<file path="config.mk">
export PLATFORM = sky130hd
export DESIGN_NAME = glfh_top
export DESIGN_NICKNAME = d
export VERILOG_FILES = /design/src/rtl/glfh_pkg.sv /design/src/rtl/glfh_sync.sv /design/src/rtl/glfh_top.sv
export SDC_FILE = /design/constraint.sdc
export NUM_CORES = 1
export LEC_CHECK = 0
export ABC_AREA = 1
export BUFFER_PORTS_ARGS = -buffer_cell sky130_fd_sc_hd__buf_2
export CAP_MARGIN = 20
export CORE_ASPECT_RATIO = 0.7
export CORE_MARGIN = 8
export CORE_UTILIZATION = 46
export CTS_CLUSTER_SIZE = 8
export DETAILED_ROUTE_END_ITERATION = 10
export PLACE_DENSITY = 0.81
export SLEW_MARGIN = 5
export SYNTH_ARGS = -nofsm -noshare
export SYNTH_HDL_FRONTEND = slang
export SYNTH_SLANG_ARGS = --single-unit
</file>
<file path="constraint.sdc">
create_clock -name mclk_in -period 1.2 [get_ports mclk_in]
set_clock_uncertainty 0.05 [all_clocks]
set_input_delay 0.06 -clock mclk_in [delete_from_list [all_inputs] [get_ports mclk_in]]
set_output_delay 0.06 -clock mclk_in [all_outputs]
set_load 0.03 [all_outputs]
</file>
<file path="src/rtl/glfh_pkg.sv">
// Package for the ground-loss fault handler: regulator indices, states,
// synchroniser depth and error counter width.
// Assumes one 100 MHz system clock shared by every user of this package.
package glfh_pkg;

   // ----------------------------------------------------------------------
   // Regulator indices
   // ----------------------------------------------------------------------
   localparam int NUM_REG      = 3;
   localparam int IDX_WIDE     = 0;
   localparam int IDX_LV       = 1;
   localparam int IDX_STEPUP   = 2;

   // ----------------------------------------------------------------------
   // Counter and reset values
   // ----------------------------------------------------------------------
   localparam int          ERR_CNT_W   = 4;
   localparam logic [3:0]  ERR_CNT_RST = 4'h0;
   localparam logic [3:0]  ERR_CNT_MAX = 4'hF;
   localparam logic [2:0]  FLAG_RST    = 3'h0;
   localparam logic [2:0]  EN_RST      = 3'h0;
   localparam int          SYNC_STAGES = 2;

   // ----------------------------------------------------------------------
   // Device states
   // ----------------------------------------------------------------------
   typedef enum logic [1:0] {
      GLFH_ACTIVE,
      GLFH_SAFE,
      GLFH_OFF,
      GLFH_RESET
   } glfh_state_t;

endpackage : glfh_pkg

</file>
<file path="src/rtl/glfh_sync.sv">
// Two-flop synchroniser, one per ground-loss comparator bit.
// Assumes inputs may change at any time relative to mclk_in.
`timescale 1ns/100ps
module glfh_sync (
   input  wire logic       mclk_in,
   input  wire logic       reset_in,
   input  wire logic [2:0] async_in,
   output logic      [2:0] sync_out
);
   logic [2:0] stage1_reg;
   logic [2:0] stage1_next;
   logic [2:0] stage2_reg;
   logic [2:0] stage2_next;

   always_comb begin
      stage1_next = async_in;
      stage2_next = stage1_reg;
   end

   always_ff @(posedge mclk_in) begin
      if (reset_in) begin
         stage1_reg <= glfh_pkg::FLAG_RST;
         stage2_reg <= glfh_pkg::FLAG_RST;
      end else begin
         stage1_reg <= stage1_next;
         stage2_reg <= stage2_next;
      end
   end

   assign sync_out = stage2_reg;
endmodule : glfh_sync

</file>
<file path="src/rtl/glfh_top.sv">
// Ground-loss fault handler for the wide-input step-down, low-voltage
// step-down and step-up regulators: gating, enables, flags, state,
// error counter and the interrupt pin.
// Assumes analog comparators already apply both ground-loss thresholds
// and that control bits arrive as plain synchronous levels.
//
// Summary of operation
// - Ground loss disables regulator, blocks re-enable.
// - Wide loss, off-enable 1: all off, discharge.
// - Same case: flag, OFF state, analog latch.
// - Wide loss, off-enable 0: all off, flag.
// - Same case: clear enables, enter SAFE.
// - Error counter counts SAFE-mode losses.
// - Same losses drive interrupt pin low.
// - Software sets an undervoltage as reset condition.
// - In RESET, wide regulator re-enables when clean.
// - LV loss: off, clear enable, flag, SAFE.
// - LV reset-enable 1: RESET on undervoltage.
// - LV reset-enable 0: keep state, retry allowed.
// - Step-up loss: off, clear enable, flag.
// - Step-up reset-enable 1: RESET on undervoltage.
// - Step-up reset-enable 0: keep state, retry.
`timescale 1ns/100ps
module glfh_top (
   input  wire logic       mclk_in,
   input  wire logic       reset_in,
   input  wire logic [2:0] gndloss_detect_in,
   input  wire logic       wide_stepdown_gndloss_off_enable_in,
   input  wire logic       lv_stepdown_undervolt_reset_enable_in,
   input  wire logic       stepup_undervolt_reset_enable_in,
   input  wire logic       wide_stepdown_undervolt_reset_enable_in,
   input  wire logic [2:0] undervolt_in,
   input  wire logic       lv_stepdown_enable_set_in,
   input  wire logic       stepup_enable_set_in,
   input  wire logic [2:0] flag_clear_in,
   input  wire logic       irq_clear_in,
   input  wire logic       reset_exit_in,
   input  wire logic       safe_exit_in,
   output logic            wide_stepdown_gndloss_flag_out,
   output logic            lv_stepdown_gndloss_flag_out,
   output logic            stepup_gndloss_flag_out,
   output logic            lv_stepdown_enable_out,
   output logic            stepup_enable_out,
   output logic      [2:0] regulator_on_out,
   output logic      [2:0] discharge_out,
   output logic            analog_latch_out,
   output logic      [3:0] error_count_out,
   output logic      [1:0] device_state_out,
   output logic            driver_enable_interrupt_n_out
);
   localparam int W = glfh_pkg::IDX_WIDE;
   localparam int L = glfh_pkg::IDX_LV;
   localparam int S = glfh_pkg::IDX_STEPUP;

   // ----------------------------------------------------------------------
   // Synchronised detectors
   // ----------------------------------------------------------------------
   logic [2:0] loss;
   logic [2:0] loss_prev_reg;
   logic [2:0] loss_prev_next;
   logic [2:0] loss_rise;

   glfh_sync u_sync (
      .mclk_in  (mclk_in),
      .reset_in (reset_in),
      .async_in (gndloss_detect_in),
      .sync_out (loss)
   );

   assign loss_rise = loss & ~loss_prev_reg;

   // ----------------------------------------------------------------------
   // State registers
   // ----------------------------------------------------------------------
   glfh_pkg::glfh_state_t state_reg;
   glfh_pkg::glfh_state_t state_next;
   logic [2:0] flag_reg;
   logic [2:0] flag_next;
   logic [2:0] en_reg;
   logic [2:0] en_next;
   logic [2:0] dis_reg;
   logic [2:0] dis_next;
   logic       alatch_reg;
   logic       alatch_next;
   logic [3:0] err_reg;
   logic [3:0] err_next;
   logic       irq_reg;
   logic       irq_next;
   logic       count_evt;
   logic       wide_off;
   logic       wide_safe;
   logic       uv_req;

   // The wide regulator enable is owned by this block: it drops on loss
   // and comes back in RESET or ACTIVE once clean, so software cannot force it on.
   always_comb begin
      loss_prev_next = loss;
      state_next     = state_reg;
      flag_next      = flag_reg;
      en_next        = en_reg;
      dis_next       = dis_reg;
      alatch_next    = alatch_reg;
      err_next       = err_reg;
      irq_next       = irq_reg;
      wide_off       = loss_rise[W] & wide_stepdown_gndloss_off_enable_in;
      wide_safe      = loss_rise[W] & ~wide_stepdown_gndloss_off_enable_in;
      count_evt      = wide_safe | loss_rise[L];

      // Software retries, refused while the loss persists.
      if (lv_stepdown_enable_set_in && !loss[L]) begin
         en_next[L] = 1'b1;
      end
      if (stepup_enable_set_in && !loss[S]) begin
         en_next[S] = 1'b1;
      end

      // Flag clear is refused while detected; a new set wins.
      for (int i = 0; i < glfh_pkg::NUM_REG; i++) begin
         if (flag_clear_in[i] && !loss[i]) begin
            flag_next[i] = 1'b0;
         end
         if (loss_rise[i]) begin
            flag_next[i] = 1'b1;
         end
         if (loss[i]) begin
            en_next[i] = 1'b0;
         end
      end

      if (irq_clear_in) begin
         irq_next = 1'b0;
      end
      if (count_evt) begin
         irq_next = 1'b1;
         if (err_reg != glfh_pkg::ERR_CNT_MAX) begin
            err_next = err_reg + 4'h1;
         end
      end

      if (loss_rise[S]) begin
         en_next[S] = 1'b0;
      end
      if (loss_rise[L]) begin
         en_next[L]  = 1'b0;
         dis_next[L] = 1'b0;
         state_next  = glfh_pkg::GLFH_SAFE;
      end
      if (wide_safe) begin
         en_next    = glfh_pkg::EN_RST;
         dis_next   = glfh_pkg::EN_RST;
         state_next = glfh_pkg::GLFH_SAFE;
      end
      if (wide_off) begin
         en_next     = glfh_pkg::EN_RST;
         dis_next    = 3'h7;
         alatch_next = 1'b1;
         state_next  = glfh_pkg::GLFH_OFF;
      end

      // Undervoltage reset decisions; the reset-enable bits decide whether
      // a discharged rail pulls the device into RESET or leaves it alone.
      uv_req = (lv_stepdown_undervolt_reset_enable_in && undervolt_in[L]) ||
               (stepup_undervolt_reset_enable_in && undervolt_in[S]) ||
               (wide_stepdown_undervolt_reset_enable_in && undervolt_in[W]);
      if (!loss_rise[W] && state_reg != glfh_pkg::GLFH_OFF && uv_req) begin
         state_next = glfh_pkg::GLFH_RESET;
      end

      case (state_reg)
         glfh_pkg::GLFH_RESET: begin
            if (!loss[W]) begin
               en_next[W]  = 1'b1;
               dis_next[W] = 1'b0;
               // A pending undervoltage keeps the device in RESET.
               if (reset_exit_in && !loss_rise[L] && !uv_req) begin
                  state_next = glfh_pkg::GLFH_ACTIVE;
               end
            end
         end
         glfh_pkg::GLFH_SAFE: begin
            if (safe_exit_in && state_next == glfh_pkg::GLFH_SAFE
                && !count_evt) begin
               state_next = glfh_pkg::GLFH_ACTIVE;
            end
         end
         glfh_pkg::GLFH_ACTIVE: begin
            if (!en_reg[W] && !loss[W] && !wide_off && !wide_safe) begin
               en_next[W] = 1'b1;
            end
         end
         glfh_pkg::GLFH_OFF: begin
            en_next = glfh_pkg::EN_RST;
         end
         default: begin
            state_next = glfh_pkg::GLFH_OFF;
         end
      endcase
   end

   always_ff @(posedge mclk_in) begin
      if (reset_in) begin
         loss_prev_reg <= glfh_pkg::FLAG_RST;
         state_reg     <= glfh_pkg::GLFH_RESET;
         flag_reg      <= glfh_pkg::FLAG_RST;
         en_reg        <= glfh_pkg::EN_RST;
         dis_reg       <= glfh_pkg::EN_RST;
         alatch_reg    <= 1'b0;
         err_reg       <= glfh_pkg::ERR_CNT_RST;
         irq_reg       <= 1'b0;
      end else begin
         loss_prev_reg <= loss_prev_next;
         state_reg     <= state_next;
         flag_reg      <= flag_next;
         en_reg        <= en_next;
         dis_reg       <= dis_next;
         alatch_reg    <= alatch_next;
         err_reg       <= err_next;
         irq_reg       <= irq_next;
      end
   end

   // ----------------------------------------------------------------------
   // Outputs
   // ----------------------------------------------------------------------
   assign wide_stepdown_gndloss_flag_out = flag_reg[W];
   assign lv_stepdown_gndloss_flag_out   = flag_reg[L];
   assign stepup_gndloss_flag_out        = flag_reg[S];
   assign lv_stepdown_enable_out         = en_reg[L];
   assign stepup_enable_out              = en_reg[S];
   assign regulator_on_out               = en_reg & ~loss;
   assign discharge_out                  = dis_reg;
   assign analog_latch_out               = alatch_reg;
   assign error_count_out                = err_reg;
   assign device_state_out               = state_reg;
   assign driver_enable_interrupt_n_out  = ~irq_reg;
endmodule : glfh_top

</file>
Word-level counts from Yosys, hierarchy flattened --
Cells that the tools add are included.
Word-level totals: output and inout bits 19, logic and storage cells 98, flip-flop bits (word level) 26
Operators by class: multiplexer cells 27, bitwise logic cells 9, $add $sub $neg 1, equality and inequality tests 6, reduce and logical (&&, ||, !) cells 39
Operator list (number):
- 1-bit logical AND | 17
- 1-bit two-way mux | 16
- 2-bit two-way mux | 7
- 6-bit OR reduction | 2
- 1-bit zero test | 10
- 2-bit nonzero test | 5
- 3-bit AND | 2
- 3-bit two-way mux | 2
- 3-bit inverter | 2
- 4-bit by 1-bit adder with 4-bit output (second input constant) | 1
- 2-bit by 1-bit == test with 1-bit output (second input constant) | 2
- 2-bit == test (second input constant) | 2
- 4-bit inequality test (second input constant) | 1
- 2-bit one-hot mux with 2 select lines | 1
- 1-bit one-hot mux with 3 select lines | 1
- 3-bit nonzero test | 1
- 1-bit AND | 2
- 2-bit zero test | 1
- 1-bit logical OR | 2
- 2-bit inequality test (second input constant) | 1
- 1-bit inverter | 2
- 2-bit AND reduction | 1
- 1-bit OR | 1

Logic depth before layout (Yosys ltp) --
Gate-level depths: netlist of run 1.
depth in word-level cells 11, mapped depth 10, gate-level depth less buffers 10

Modules after synthesis --
Synthesis of run 1 repeated with hierarchy kept, for this count alone.
Unflattened totals: cells, all modules 132, area, all modules 1021.0 µm²
Modules (own cells, without submodules):
- glfh_top | area an instance 855.8 µm², cells an instance 114, sequential area each 400.4 µm², instances 1
- glfh_sync | area an instance 165.2 µm², cells an instance 18, sequential area each 120.1 µm², instances 1

Worst setup path before layout of run 1 --
OpenSTA, ideal clock, no wires.
kind reg-to-reg, start reg err_reg[1] (netlist: error_count_out[1]), end reg err_reg[3] (netlist: error_count_out[3]), required time 1.079 ns, slack -0.169 ns, data arrival time 1.248 ns, cell stages (with the launch flop) 6, buffers on the path 0, cell sequence dfxtp_1 ha_1 nand3_1 nand2_1 nand2_1 a21oi_1
On the way: word-level cells in the longest chain between the ends 2, elaborated cells on any way between the ends 3
Ends and longest elaborated chain:
- from (decl) | line glfh_top.sv:85 | logic [3:0] err_reg;
- from (signal assigned) | line glfh_top.sv:208 | err_reg <= glfh_pkg::ERR_CNT_RST;
- from (signal assigned) | line glfh_top.sv:217 | err_reg <= err_next;
- branches (longest 2 deep; another with 4-bit by 1-bit adder with 4-bit output)
Parallel ways; which one is timed is not known. A chain may end at the register's enable or synchronous reset.

Final worst setup path of run 1 --
start reg u_sync.stage2_reg[0] (netlist: u_sync.sync_out[0]), end out regulator_on_out[0]
On the way: word-level cells in the longest chain between the ends 2
Ends and longest elaborated chain:
- from (decl) | line glfh_sync.sv:12 | logic [2:0] stage2_reg;
- from (signal assigned) | line glfh_sync.sv:23 | stage2_reg <= glfh_pkg::FLAG_RST;
- from (signal assigned) | line glfh_sync.sv:26 | stage2_reg <= stage2_next;
- 3-bit inverter | line glfh_top.sv:230 | assign regulator_on_out = en_reg & ~loss;
- 3-bit AND | line glfh_top.sv:230
- to (decl) | line glfh_top.sv:44 | output logic [2:0] regulator_on_out,
Every way passes these cells.

==> results of run 1 <==
cell type report:
cell class,count,area [um^2],share of cell area
clock buffer,3,22.5,0.0152
multi-input combinational,84,427,0.288
sequential,26,538,0.363
inverter,26,97.6,0.0658
tap,32,40.0,0.0270
clock inverter,1,30.0,0.0203
timing repair buffer,52,328,0.221
through the flow:
stage          setup slack (ns)  cell area [um^2]  std cells  utilization  hold slack, ns
6_report                 0.0482              1480        224        0.700          0.0559
5_1_grt                -0.00170              1480        224        0.700          0.0689
4_1_cts                  0.0184              1420        222        0.671          0.0545
3_5_place_dp            -0.0200              1260        208        0.596           0.200
3_3_place_gp             0.0661              1260        208        0.596           0.193
2_1_floorplan           0.00222              1020        138            -           0.109
metal layers:
metal / track usage / up-vias
met3: 0.0612 / 7
li1: - / 537
met1: 0.140 / 462
met4: 0.0377 / 0
met5: 0 / -
met2: 0.198 / 37
worst max-delay path by stage:
| stage | slack [ns] | cells after the start | to | from |
|---|---|---|---|---|
| after global routing | -0.002 | 5 | error_count_out[2] | error_count_out[1] |
| final | 0.05 | 2 | regulator_on_out[0] | u_sync.sync_out[0] |
| after global placement | 0.07 | 5 | error_count_out[0] | error_count_out[0] |
| after floorplan | 0.002 | 4 | error_count_out[3] | error_count_out[2] |
| after CTS | 0.02 | 5 | error_count_out[0] | error_count_out[0] |
| after detailed placement | -0.02 | 5 | error_count_out[0] | error_count_out[0] |
kinds of logic (layout without fill, tap and decap cells):
| logic type | count (synthesis) | after routing | synth area share |
|---|---|---|---|
| buffers and inverters | 28 | 82 | 0.104 |
| AND/OR/NAND/NOR | 68 | 68 | 0.285 |
| flip-flops | 26 | 26 | 0.513 |
| XOR/XNOR | 1 | 1 | 0.00863 |
| adder cells (fa/ha/maj) | 1 | 1 | 0.0123 |
| AO/OA/AOI/OAI | 14 | 14 | 0.0777 |
cell usage after synthesis (all sizes together):
library cell	n	area, um^2
inv	26	97.6
ha	1	12.5
nand2	28	115
nand3	13	65.1
nor2	24	90.1
clkbuf	2	7.51
a31oi	1	6.26
dfxtp	26	521
a21oi	8	40.0
nor4	2	12.5
a211oi	3	22.5
xnor2	1	8.76
o21ai	2	10.0
nand4	1	6.26
tightest hold or removal path: cells and delay by family:
family          cells  cell delay [ns]
simple gates        1             0.15
buf+inv             1             0.11
compound gates      1             0.09
repair_timing:
item                                    in CTS  in global routing
pin swaps                                    0                  2
resized for setup                            2                 19
gates cloned                                 0                  0
setup buffers                                0                  2
hold buffers                                10                  0
endpoints found under the setup margin       4                  8
hold endpoints to repair                    10                  0
power breakdown:
| part | internal, W | total (W) | switching (W) |
|---|---|---|---|
| registers | 0.000903 | 0.000931 | 0.0000282 |
| clock network | 0.000338 | 0.000608 | 0.000269 |
| logic | 0.000130 | 0.000331 | 0.000201 |
| total | 0.00137 | 0.00187 | 0.000499 |
==> flow_summary.ini, run 1 <==
[sta]
worst_pin_slew_ns = 0.371
fin_setup_tns_ns = 0
finalMaxSlewViolations = 0
finalSetupViolations = 0
relSlewSlack = 0.750
fin_crit_sh = 0.960
finalHoldViolations = 0
fin_crit_ns = 1.15
max_freq_ghz = 0.868

[power_and_ir_drop]
vdd_drop_max_v = 0.000797
finalPower_w = 0.00187
p_leak_nw = 0.745
power.density_mw_per_mm2 = 1260

[die]
num_io_pins = 39
fp.dieH_um = 55.3
row_count = 14
die_x_um = 72.1
core_area_mm2 = 0.00212
dieArea_mm2 = 0.00399
floorplan.initialDensity = 0.479

[worst_hold_path]
holdCritStartpoint = wide_stepdown_gndloss_off_enable_in
min_to = discharge_out[0]
whs_path_depth = 3
hp-class = in2reg

[detailed_routing]
wl_per_cell_um = 12.0
drt_iter0_drc = 42
vias = 1043
routed_wl_um = 2690
drcViolationCount = 0
firstDrtPassIters = 4
highest_layer = met4
final_antenna_net_count = 0
viasPerCell = 4.66
wl_met1_um = 1150
wl_met2_um = 1260
routed-wl-met3_um = 218

[clock_tree]
numCtsBuffers = 3
cts_root_buf = clkbuf_4
clk_pin_slew_ns = 0.14
cts_tree = yes
clk_latency_ns = 0.33
h-tree-depth = 1
cts_sinks = 26
ctsLongestPathBuffers = 2

[global_route]
grt_max_degree = 17
grt_pass1_vias = 957
grt_use_total = 0.124
grt_pass1_wl_um = 4080
grt_overflow_total = 0
grt_antenna_before_repair = 0

[worst_setup_path]
rrSetupSlack_ns = 0.09
path_buf_inv = 1
reg2reg_depth = 5
critPathLaunchType = flop
critPathMaxFanout = 6
crit_family = flip-flops
crit_chain = nor2_1 -> buf_4
reg2reg_from = error_count_out[1]
path_class = reg2out
crit_arrival_ns = 1.04
slowest_stage = dfxtp_4
reg2reg_to = error_count_out[3]
critical-path-max-stage-delay_ns = 0.40
endpoint_kind = output pin
critical_path_required_ns = 1.09

[cells_and_area]
fill_cells = 159
largest_register_ffs = 4
finalNetCount = 214
area_growth_syn_to_layout_pct = 46.1
drive_gt1_frac = 0.344
n_antenna_cell = 0
layout_commonest_cell = buf_2
layout_common_cells = buf_2, inv_1, nor2_1

[placed_design]
portBuffers = 38
place.gp.congestion = 0.809
dp_hpwl_um = 1910

[logic_synthesis]
ys_types = 17
synth_area_per_cell_um2 = 7.35
synth_cells = 138
netlist_area_mm2 = 0.00101
yosys_warnings = 0
yosysSeqAreaShare = 0.513
synth-seq-cells = 26
synth_nets = 159

[outcome]
status = finished clean

[flow_run]
drv_cap = 0
(Power assumes the default switching activity.)
==> run 2: changes to the inputs <==
--- a/config.mk
+++ b/config.mk
@@ -5,10 +5,9 @@
 export SDC_FILE = /design/constraint.sdc
 export NUM_CORES = 1
 export LEC_CHECK = 0
-export ABC_AREA = 1
 export BUFFER_PORTS_ARGS = -buffer_cell sky130_fd_sc_hd__buf_2
 export CAP_MARGIN = 20
-export CORE_ASPECT_RATIO = 0.7
+export CORE_ASPECT_RATIO = 1.2
 export CORE_MARGIN = 8
 export CORE_UTILIZATION = 46
 export CTS_CLUSTER_SIZE = 8
==> flow_summary.ini, run 2 <==
[logic_synthesis]
ys.flop_type = dfxtp_1
synthTopCellsByCount = dfxtp_1, nor2b_1, nor2_1
yosysSeqAreaShare = 0.526
ys_top_cells_by_area = dfxtp_1, nor2b_1, a21oi_1
synth_top_area_share = 0.526
yosys_warnings = 0
synthArstFlopShare = 0
synth_top_family_by_area = simple AND/OR/NAND/NOR gates
synthXorXnorAreaFrac = 0.0177
synth_nets = 127
synth_fa_ha_area_frac = 0.0126
synth-seq-cells = 26
yosysMostFrequentCell = dfxtp_1
yosys.area_share.simple = 0.264
synth_compound_area_frac = 0.143
synth_mux_area_frac = 0.0101
synth_cells = 106
ys_types = 30
synth_edf_count = 0
synth_area_per_cell_um2 = 9.34
netlist_area_um2 = 990
synth_area_leader_cell = dfxtp_1

[clock_tree]
numCtsBuffers = 3
cts_sinks = 26
cts_tree = yes
clk_pin_slew_ns = 0.14
h-tree-depth = 1
cts_root_buf = clkbuf_4
clk_latency_ns = 0.32
ctsLongestPathBuffers = 2

[cells_and_area]
area_growth_syn_to_layout_pct = 53.4
fill_cells = 155
drive_gt1_frac = 0.440
largest_register_ffs = 4
layout_common_cells = buf_2, dfxtp_1, nor2b_1
layout_commonest_cell = buf_2
instances_no_fill = 196
n_antenna_cell = 0
multi_input_area_um2 = 519
finalNetCount = 188
final-seq-area_um2 = 536

[flow_run]
drv_cap = 0

[worst_setup_path]
path_class = reg2reg
crit_arrival_ns = 1.50
critical_path_required_ns = 1.40
reg2reg_depth = 5
critPathMaxFanout = 4
critPathLaunchType = flop
crit_chain = ha_4 -> nand3_2 -> o21ai_4 -> or3_4 -> a21oi_2
rrSetupSlack_ns = -0.1
reg2reg_from = error_count_out[1]
endpoint_kind = flop
slowest_stage = dfxtp_4
critical-path-max-stage-delay_ns = 0.38
reg2reg_to = error_count_out[3]

[placed_design]
dp_hpwl_um = 1860
portBuffers = 38
dp.cells = 181
place.gp.congestion = 0.787

[die]
row_count = 18
num_io_pins = 39
dieArea_mm2 = 0.00390
core_area_mm2 = 0.00205
fp.dieH_um = 66.8
floorplan.initialDensity = 0.483
die_x_um = 58.3

[sta]
whs_ns = 0.0119
rsz0062_at_grt = true
max_freq_ghz = 0.771
finalSetupViolations = 4
finalHoldViolations = 0
fin_crit_sh = 1.08
relSlewSlack = 0.826
fin_crit_ns = 1.30
finalMaxSlewViolations = 0
worst_pin_slew_ns = 0.261
timing.final.ws_setup_ns = -0.0965

[worst_hold_path]
holdCritStartpoint = flag_clear_in[1]
hp-class = in2reg
min_to = flag_reg[1]
whs_path_depth = 4

[global_route]
grt_pass1_vias = 952
grt_pass1_wl_um = 4220
grt_overflow_total = 0
grt_use_total = 0.137
grt_antenna_before_repair = 0
grt_max_degree = 15

[power_and_ir_drop]
vdd_drop_max_v = 0.000780
pwr-share-comb = 0.220
p_leak_nw = 0.678
p_sw_w = 0.000467
finalPower_w = 0.00167
sw_frac_of_total = 0.279
p_clk_frac = 0.221
p_int_w = 0.00121
pwr-share-seq = 0.559
power.density_mw_per_mm2 = 1100

[detailed_routing]
final_antenna_net_count = 0
drt_iter0_drc = 21
viasPerCell = 4.94
firstDrtPassIters = 4
wl_per_cell_um = 13.3
routed_wl_um = 2600
drcViolationCount = 0
vias = 969

[outcome]
status = finished with violations
violations = setup timing
## run 2: worst max path at each step
stage | startpoint | to | slack [ns]
after floorplan | error_count_out[2] | error_count_out[3] | -0.04
after global placement | loss_prev_reg[1] | error_count_out[3] | 0.01
final | error_count_out[1] | error_count_out[3] | -0.1
after detailed placement | loss_prev_reg[1] | error_count_out[3] | -0.08
after CTS | error_count_out[1] | error_count_out[3] | -0.08
after global routing | error_count_out[1] | error_count_out[3] | -0.14
## run 2: power by group through the flow
stage / Combinational (W) / Clock (W) / Sequential [W]
after global placement: 0.000295 / 0 / 0.000951
final: 0.000369 / 0.000370 / 0.000935
after CTS: 0.000343 / 0.000376 / 0.000933
after global routing: 0.000397 / 0.000409 / 0.000942
after floorplan: 0.000132 / 0 / 0.00100
after detailed placement: 0.000301 / 0 / 0.000954
## run 2: kinds of logic after synthesis
family,after synthesis
AO/OA/AOI/OAI,23
XOR/XNOR,2
adder cells (fa/ha/maj),1
buffers and inverters,7
flip-flops,26
multiplexers,1
AND/OR/NAND/NOR,46
## run 2: area by class of cell
type / instances / area share
sequential: 26 / 0.353
multi-input combinational: 73 / 0.342
timing repair buffer: 58 / 0.251
tap: 30 / 0.0247
clock buffer: 4 / 0.0173
inverter: 5 / 0.0124
## run 2: worst max-delay path, delay by kind of cell (launching register included)
family                   cells  cell delay, ns
AO/OA/AOI/OAI                2            0.20
adder cells (fa/ha/maj)      1            0.16
flip-flops                   1            0.38
AND/OR/NAND/NOR              2            0.43
## run 2: layer usage
layer / up-vias / part of all wire / GRT usage
met3: 4 / 0.073 / 0.0520
met1: 456 / 0.39 / 0.143
met2: 27 / 0.52 / 0.242
met5: - / 0 / 0
met4: 0 / 0.015 / 0.0552
li1: 482 / - / -
## run 2: timing repair
action | CTS | global route
hold endpoints to repair | 8 | 0
buffers inserted | 2 | 1
setup endpoints to repair | 6 | 11
pin swaps | 2 | 1
hold buffers | 8 | 0
gates resized for setup | 9 | 13
## run 2: metrics by stage
stage                     worst slack (ns)  instance area [um^2]  utilization  setup TNS (ns)
after global routing                -0.142                  1520        0.741          -0.497
after detailed placement           -0.0780                  1310        0.639         -0.0826
after CTS                          -0.0835                  1460        0.712          -0.160
after global placement              0.0136                  1310        0.639               0
after floorplan                    -0.0360                  1020            -         -0.0360
final                              -0.0965                  1520        0.741          -0.156
